**src/inc/edam_pkg.sv**
```systemverilog
// Purpose: constants for the external data address mapper
// Assumes: register indices are scaled by four to give APB byte addresses
// Notes:   mode codes 10 and 11 route like internal-only
package edam_pkg;
    localparam int          APB_AW        = 12;
    localparam int          EXT_AW        = 12;
    localparam int          LO_W          = 8;
    localparam int          RAM_SIZE_DEF  = 4096;
    // register indices and byte addresses
    localparam logic [7:0]  IDX_PAGE      = 8'hAA;
    localparam logic [7:0]  IDX_CONFIG    = 8'hAB;
    localparam logic [7:0]  IDX_TIMING    = 8'hAF;
    localparam logic [7:0]  IDX_STATUS    = 8'hB0;
    localparam logic [APB_AW-1:0] ADDR_PAGE   = {2'h0, IDX_PAGE, 2'h0};
    localparam logic [APB_AW-1:0] ADDR_CONFIG = {2'h0, IDX_CONFIG, 2'h0};
    localparam logic [APB_AW-1:0] ADDR_TIMING = {2'h0, IDX_TIMING, 2'h0};
    localparam logic [APB_AW-1:0] ADDR_STATUS = {2'h0, IDX_STATUS, 2'h0};
    // reset values
    localparam logic [7:0]  RST_PAGE      = 8'h00;
    localparam logic [7:0]  RST_CONFIG    = 8'h00;
    localparam logic [7:0]  RST_TIMING    = 8'h00;
    // mode field of the config register
    localparam int          MODE_LSB      = 2;
    localparam int          MODE_MSB      = 3;
    localparam logic [1:0]  MODE_INT_ONLY = 2'h0;
    localparam logic [1:0]  MODE_SPLIT_NB = 2'h1;
    // status register fields
    localparam int          STAT_OFF_BIT  = 0;
    localparam int          STAT_16_BIT   = 1;
endpackage : edam_pkg

```
**src/hw/edam_top.sv**
```systemverilog
// Purpose: routes external data moves to on-chip RAM or off-chip address pins
// Assumes: core gives index register value, data pointer and a one-cycle request
// Notes:   RAM_SIZE must be a power of two; results appear one cycle after request
//
// Our own choice: register access over APB.
`timescale 1ns/1ns
`default_nettype none
module edam_top #(
    parameter int RAM_SIZE = edam_pkg::RAM_SIZE_DEF
) (
    input  wire logic                         pclk,
    input  wire logic                         presetn,
    input  wire logic                         psel,
    input  wire logic                         penable,
    input  wire logic                         pwrite,
    input  wire logic [edam_pkg::APB_AW-1:0]  paddr,
    input  wire logic [31:0]                  pwdata,
    output var  logic [31:0]                  prdata,
    output var  logic                         pready,
    output var  logic                         pslverr,
    input  wire logic                         external_data_move_req,
    input  wire logic                         external_data_move_wide,
    input  wire logic                         external_data_move_wr,
    input  wire logic [7:0]                   index_reg,
    input  wire logic [15:0]                  data_ptr,
    output var  logic                         ram_en,
    output var  logic                         ram_wr,
    output var  logic [$clog2(RAM_SIZE)-1:0]  ram_addr,
    output var  logic                         ext_en,
    output var  logic                         ext_wr,
    output var  logic [edam_pkg::EXT_AW-1:0]  ext_addr,
    output var  logic                         ext_hi_oe,
    output var  logic                         ext_lo_oe,
    output var  logic [7:0]                   timing_cfg
);
    localparam int AW = $clog2(RAM_SIZE);
    localparam logic [16:0] BOUNDARY = 17'(RAM_SIZE);

    typedef struct packed {
        logic [7:0]                   page;
        logic [7:0]                   cfg;
        logic [7:0]                   tmg;
        logic                         last_off;
        logic                         last_wide;
        logic                         pready;
        logic                         pslverr;
        logic [31:0]                  prdata;
        logic                         ram_en;
        logic                         ram_wr;
        logic [AW-1:0]                ram_addr;
        logic                         ext_en;
        logic                         ext_wr;
        logic [edam_pkg::EXT_AW-1:0]  ext_addr;
        logic                         ext_hi_oe;
        logic                         ext_lo_oe;
    } edam_state_t;

    edam_state_t st_r;
    edam_state_t st_nxt;

    logic [1:0]   mode;
    logic [15:0]  eff_addr;
    logic         split;
    logic         off_chip;
    logic         setup_ph;
    logic         access_ph;
    logic         mapped;
    logic [31:0]  rd_word;

    // mode decode and effective address
    assign mode = st_r.cfg[edam_pkg::MODE_MSB:edam_pkg::MODE_LSB];
    assign split = (mode == edam_pkg::MODE_SPLIT_NB);
    assign eff_addr = external_data_move_wide ? data_ptr : {st_r.page, index_reg};
    assign off_chip = split && ({1'b0, eff_addr} >= BOUNDARY);

    // apb phase decode
    assign setup_ph  = psel && !penable;
    assign access_ph = psel && penable && st_r.pready;

    // read mux and address decode
    always_comb begin
        mapped  = 1'b1;
        rd_word = 32'h0000_0000;
        unique case (paddr)
            edam_pkg::ADDR_PAGE:   rd_word[7:0] = st_r.page;
            edam_pkg::ADDR_CONFIG: rd_word[7:0] = st_r.cfg;
            edam_pkg::ADDR_TIMING: rd_word[7:0] = st_r.tmg;
            edam_pkg::ADDR_STATUS: begin
                rd_word[edam_pkg::STAT_OFF_BIT] = st_r.last_off;
                rd_word[edam_pkg::STAT_16_BIT]  = st_r.last_wide;
            end
            default:               mapped = 1'b0;
        endcase
    end

    // next state: bus slave and move routing
    always_comb begin
        st_nxt = st_r;
        // one wait-free access phase answered from a flop
        st_nxt.pready  = setup_ph;
        st_nxt.pslverr = setup_ph && !mapped;
        st_nxt.prdata  = (setup_ph && !pwrite) ? rd_word : 32'h0000_0000;
        if (access_ph && pwrite && mapped) begin
            unique case (paddr)
                edam_pkg::ADDR_PAGE:   st_nxt.page = pwdata[7:0];
                edam_pkg::ADDR_CONFIG: st_nxt.cfg  = pwdata[7:0];
                edam_pkg::ADDR_TIMING: st_nxt.tmg  = pwdata[7:0];
                default:               st_nxt.cfg  = st_r.cfg;
            endcase
        end
        // strobes are one-cycle pulses
        st_nxt.ram_en    = 1'b0;
        st_nxt.ram_wr    = 1'b0;
        st_nxt.ext_en    = 1'b0;
        st_nxt.ext_wr    = 1'b0;
        st_nxt.ext_hi_oe = 1'b0;
        st_nxt.ext_lo_oe = 1'b0;
        if (external_data_move_req) begin
            st_nxt.last_off  = off_chip;
            st_nxt.last_wide = external_data_move_wide;
            if (!off_chip) begin
                st_nxt.ram_en   = 1'b1;
                st_nxt.ram_wr   = external_data_move_wr;
                st_nxt.ram_addr = eff_addr[AW-1:0];
            end else begin
                st_nxt.ext_en    = 1'b1;
                st_nxt.ext_wr    = external_data_move_wr;
                st_nxt.ext_lo_oe = 1'b1;
                st_nxt.ext_addr  = eff_addr[edam_pkg::EXT_AW-1:0];
                st_nxt.ext_hi_oe = external_data_move_wide;
            end
        end
    end

    // state register
    always_ff @(posedge pclk or negedge presetn) begin
        if (!presetn) begin
            st_r           <= '0;
            st_r.page      <= edam_pkg::RST_PAGE;
            st_r.cfg       <= edam_pkg::RST_CONFIG;
            st_r.tmg       <= edam_pkg::RST_TIMING;
        end else begin
            st_r <= st_nxt;
        end
    end

    // outputs straight from the state flops
    assign prdata     = st_r.prdata;
    assign pready     = st_r.pready;
    assign pslverr    = st_r.pslverr;
    assign ram_en     = st_r.ram_en;
    assign ram_wr     = st_r.ram_wr;
    assign ram_addr   = st_r.ram_addr;
    assign ext_en     = st_r.ext_en;
    assign ext_wr     = st_r.ext_wr;
    assign ext_addr   = st_r.ext_addr;
    assign ext_hi_oe  = st_r.ext_hi_oe;
    assign ext_lo_oe  = st_r.ext_lo_oe;
    assign timing_cfg = st_r.tmg;
endmodule : edam_top
`default_nettype wire

```
**config.mk**
```make
export PLATFORM = sky130hd
export DESIGN_NAME = edam_top
export DESIGN_NICKNAME = d
export VERILOG_FILES = /design/src/inc/edam_pkg.sv /design/src/hw/edam_top.sv
export SDC_FILE = /design/constraint.sdc
export NUM_CORES = 1
export LEC_CHECK = 0
export ABC_AREA = 0
export BUFFER_PORTS_ARGS = -buffer_cell sky130_fd_sc_hd__buf_2
export CAP_MARGIN = 5
export CELL_PAD_IN_SITES_DETAIL_PLACEMENT = 1
export CELL_PAD_IN_SITES_GLOBAL_PLACEMENT = 1
export CORE_UTILIZATION = 39
export DETAILED_ROUTE_END_ITERATION = 8
export GPL_TIMING_DRIVEN = 0
export PLACE_DENSITY_LB_ADDON = 0.1
export SKIP_CTS_REPAIR_TIMING = 1
export SLEW_MARGIN = 20
export SYNTH_ARGS = -nofsm -noshare
export SYNTH_HDL_FRONTEND = slang
export SYNTH_SLANG_ARGS = --single-unit
export TNS_END_PERCENT = 100
```
**constraint.sdc**
```tcl
create_clock -name pclk -period 3.8 [get_ports pclk]
set_clock_uncertainty 0.15 [all_clocks]
set_input_delay 0.57 -clock pclk [delete_from_list [all_inputs] [get_ports pclk]]
set_output_delay 0.57 -clock pclk [all_outputs]
set_load 0.005 [all_outputs]
```
### Word level (Yosys, flattened, before mapping)

Index checks and enable logic that the tools add are counted.
Widths: inputs -> output; s select.

| cells by class | value |
|---|---|
| $add $sub $neg | 0 |
| multipliers | 0 |
| div/mod/pow operators | 0 |
| order comparisons | 1 |
| equality and inequality tests | 5 |
| shifts and indexed selects | 0 |
| mux-type cells | 8 |
| bitwise logic cells | 1 |
| reductions and logical operators | 17 |

Operator list:

| operator | count |
|---|---|
| $eq 12x10->1 const B | 4 |
| $mux 16 | 2 |
| $mux 30 | 1 |
| $pmux 6 s3 | 1 |
| $ge 16x13->1 const B | 1 |
| $mux 14 | 1 |
| $reduce_and 2->1 | 5 |
| $logic_and 1x1->1 | 8 |
| $mux 8 | 1 |
| $pmux 2 s4 | 1 |
| $reduce_or 4->1 | 1 |
| $logic_not 1->1 | 3 |
| $eq 2x1->1 const B | 1 |
| $mux 1 | 1 |
| $not 1->1 | 1 |

| storage, ports and cells | value |
|---|---|
| register bits | 66 |
| bits in latches | 0 |
| bits in writable memories | 0 |
| ROM bits | 0 |
| input port bits | 76 |
| output and inout port bits | 72 |
| logic and storage cells | 48 |
| memories | 0 |

### Depth between registers and ports, before layout

| logic depth | value |
|---|---|
| depth in word-level cells | 5 |
| gate-level depth with buffers | 7 |
| mapped depth without buffers | 4 |

### Worst setup path before layout

No wires, ideal clock.

| timing | value |
|---|---|
| path kind | input to register |
| start point | input port paddr[8] in the netlist's numbering |
| end point | register st_r, in the netlist timing_cfg[0] |
| setup time | 0.125 ns |
| arrival | 1.799 ns |
| data required time | 3.525 ns |
| setup slack | 1.726 ns |
| stages | 6 |
| cells stage by stage | nor4b_4 and4_1 buf_6 and2_4 buf_12 mux2_4 |

| on the way | value |
|---|---|
| word-level cells in the longest chain between the ends | 5 |

Ends and longest elaborated chain:

| what | line | source |
|---|---|---|
| start: declaration | edam_top.sv:16 | `input wire logic [edam_pkg::APB_AW-1:0] paddr,` |
| $eq 12x10->1 (on tied branches) | edam_top.sv:84, edam_top.sv:104 |  |
| $reduce_or 4->1 (no line) | -- |  |
| $mux 1 | edam_top.sv:84 | `unique case (paddr)` |
| $logic_and 1x1->1 | edam_top.sv:103 | `if (access_ph && pwrite && mapped) begin` |
| $reduce_and 2->1 (no line) (*) | -- |  |
| end signal: assignment | edam_top.sv:143 | `st_r <= st_nxt;` |
| end: declaration | edam_top.sv:58 | `edam_state_t st_r;` |

Mark *: on every way between the ends. The rest lies on a longest branch, timed or not.
A chain may end at the register's enable or synchronous reset.

### Worst setup path after layout

| timing | value |
|---|---|
| start point | input port data_ptr[15] |
| end point | register st_r, in the netlist ram_addr[8] |

| on the way | value |
|---|---|
| word-level cells in the longest chain between the ends | 5 |

Ends and longest elaborated chain:

| what | line | source |
|---|---|---|
| start: declaration | edam_top.sv:25 | `input wire logic [15:0] data_ptr,` |
| $mux 16 | edam_top.sv:73 | `assign eff_addr = external_data_move_wide ? data_ptr : {st_r.page, index_reg};` |
| $ge 16x13->1 | edam_top.sv:74 | `assign off_chip = split && ({1'b0, eff_addr} >= BOUNDARY);` |
| $logic_and 1x1->1 | edam_top.sv:74 |  |
| $not 1->1 (no line) | -- |  |
| $reduce_and 2->1 (no line) | -- |  |

No other way between the ends.

==> run metrics <==
ANT cells 0; Placed Area 0.004164 mm²; Pwr per Cell Area between 300 and 400 mW/mm²; Clock transition at path regs approximately 0.080 ns; crit-path max cell delay 0.36 ns; H-tree levels 3; crit end category flip-flop; final worst path period share 0.5494; syn_area_per_cell 12.62 µm²; Die Y approximately 96 µm; CTS tree built; dpl hpwl 5553 µm; most common cell after layout, fill and taps aside buf_2; initial antenna violation count 0; design area roughly 0.0044 mm²; Skew-Pair Late Insertion Delay ~0.34 ns; largest net degree at the start of global routing 41; Hold Crit Depth 2; total core area between 0.008 and 0.009 mm²; vias between 2000 and 2500; maxcap violations 0; hold path endpoint pready$_DFF_PN0_; CP Launch Point data_ptr[15]; Antenna Violating Nets Remaining 0; required time worst endpoint slightly below 4 ns; fraction of layout cells with a size suffix above 1 0.6253; leakage power approximately 2.4 nW; Worst EP arrival roughly 2.2 ns; synth warn 0; highest-delay cell along the critical path nor4_1; Sequential cell area roughly 0.0016 mm²; Slew Viols, Final 0; DP Cell Count 499; Die W ~96 µm; gr usage total 0.1715; post-synthesis mux area share 0.2387; Vias/cell 4.531; hold wc startpoint penable; Area Growth Syn to Fin 27.22%; reg2reg path depth 5; simple-gate share of the synthesized area 0.08528; leading cell types in the layout, fill and taps excluded 97 x buf_2, 68 x buf_4, 65 x dfrtp_1; number of port buffers 98; synthesized area approximately 0.0034 mm²; # rows 33; Least-Margin Pin Slew 0.6667 ns; final cell count without fillers between 500 and 600; worst-path fanout max 10; crit path cell chain buf_2 -> nor4_1 -> a22oi_1 -> a21oi_2 -> buf_4 -> mux2_2; Compound-Gate Fraction of Synth Area 0.03025; Pwr Total between 1 and 1.5 mW; die area approximately 0.0092 mm²; drt first pass iters 4; XOR/XNOR Fraction of Synth Area 0; Num CTS Buffers 9; share of the synthesized area in the top cell type 0.4738; FILL cells 950; Ports 148; critical path class input port to flip-flop; hold slack 0.2625 ns; clock tree buffer depth 2; number of synthesized register bits between 60 and 70; wire length per cell between 10 and 15 µm; worst r2r src st_r[89]$_DFFE_PN0P_; final hold vios 0; Sum Neg Setup Slack 0 ns; Multi-input gate area ~0.0013 mm²; fmax around 0.48 GHz; status complete, no violations; total grt overflow 0; Nets just under 500; post-layout min period 2.088 ns; Syn Inst Count around 270; peak supply drop approximately 0.14 mV; Slew headroom 0.5556; worst flop-to-flop path endpoint ram_addr[8]$_DFFE_PN0P_; register area share after synthesis 0.4738; first-pass GRT wire length ~11000 µm; vias in the first global route roughly 2300; Synth Area in Adders 0; startpoint types input port; drt total wl between 7000 and 8000 µm; Yosys top cell by area dfrtp_1; FF-to-FF setup slack between 1.5 and 2 ns; Final setup viols 0; DRC Markers 0; # clock sinks 65; CTS Root Cell clkbuf_8; synth unique cells 35; unrepaired setup endpoints after global routing no; 1st-iter DRT viols 63; largest family of logic cells by synthesized area multiplexers; top post-synthesis cells by area dfrtp_1 47%, mux2_2 17%, buf_4 15%, mux2_4 5.2%, a22oi_1 1.5%; Final Wtd Congestion just over 0.8; Initial Util 0.4096; worst min-delay path class input port to flip-flop
[sequential cells by signal (all words and copies together) (netlist names), 2 cells and up]
name	cells
prdata	8
mode	2
ram_addr	12
ext_addr	12
timing_cfg	8
st_r	16
[cells in the mapped netlist]
| cell type | instances |
|---|---|
| a21o_1 | 1 |
| a21oi_1 | 4 |
| a21oi_2 | 1 |
| a22oi_1 | 7 |
| and2_1 | 4 |
| and2_4 | 1 |
| and3_1 | 1 |
| and3b_1 | 1 |
| and4_1 | 1 |
| and4b_1 | 3 |
| buf_12 | 1 |
| buf_4 | 67 |
| buf_6 | 4 |
| clkbuf_1 | 4 |
| conb_1 | 1 |
| dfrtp_1 | 65 |
| inv_1 | 1 |
| mux2_1 | 3 |
| mux2_2 | 52 |
| mux2_4 | 12 |
| mux2i_1 | 2 |
| nand2_1 | 3 |
| nand2b_1 | 1 |
| nand3_1 | 4 |
| nand3_2 | 1 |
| nand4_1 | 3 |
| nand4b_1 | 1 |
| nor2_1 | 10 |
| nor2b_1 | 5 |
| nor3_2 | 1 |
| nor3b_1 | 2 |
| nor4_1 | 1 |
| nor4b_4 | 1 |
| o21a_1 | 2 |
| or2_2 | 1 |
[worst max path at each step]
stage                                           end  slack [ns]  cells after the start
after floorplan           timing_cfg[0]$_DFFE_PN0P_        1.73                      6
after global placement     ram_addr[10]$_DFFE_PN0P_        1.32                      6
after detailed placement   ram_addr[10]$_DFFE_PN0P_        1.29                      6
after CTS                  ram_addr[10]$_DFFE_PN0P_        1.66                      6
after global routing        ram_addr[8]$_DFFE_PN0P_        1.60                      6
final                       ram_addr[8]$_DFFE_PN0P_        1.71                      6
[through the flow]
step	util	setup WS, ns
after detailed placement	0.4968	1.288
after CTS	0.5199	1.662
after floorplan	-	1.726
after global routing	0.5211	1.598
final	0.5211	1.712
after global placement	0.4941	1.315
[logic make-up (layout without fill, tap and decap cells)]
group | after synthesis | after routing
AO/OA/AOI/OAI | 15 | 15
buffers and inverters | 77 | 193
flip-flops | 65 | 65
multiplexers | 69 | 69
other | 1 | 24
AND/OR/NAND/NOR | 45 | 45
[final cells by class]
cell class	count	area share
buffer	76	0.1335
clock buffer	9	0.02836
clock inverter	7	0.01604
inverter	1	0.0008594
multi-input combinational	153	0.2991
sequential	65	0.3724
tap	105	0.03008
timing repair buffer	100	0.1197
[worst max-delay path: cells and delay by family]
kind / cells / cell delay, ns
muxes: 1 / 0.35
AOI/OAI and AO/OA: 2 / 0.52
and+or+nand+nor: 1 / 0.36
buffers and inverters: 2 / 0.36
[where the power goes]
group          switching, mW  total, mW  internal [mW]  leakage, nW
Combinational         0.0712      0.167         0.0954         1.41
Clock                  0.282      0.585          0.303       0.0994
Sequential           0.00944      0.718          0.709        0.878
Total                  0.363       1.47           1.11         2.39
[routing by layer]
layer,vias up,wire length (µm),part of all wire,global-route usage
met5,-,0,0,0
met4,0,122,0.017,0.07090
met3,11,394,0.054,0.03870
met2,83,3642,0.50,0.2845
met1,1120,3122,0.43,0.2158
li1,1124,-,-,-
(Power assumes the default switching activity.)
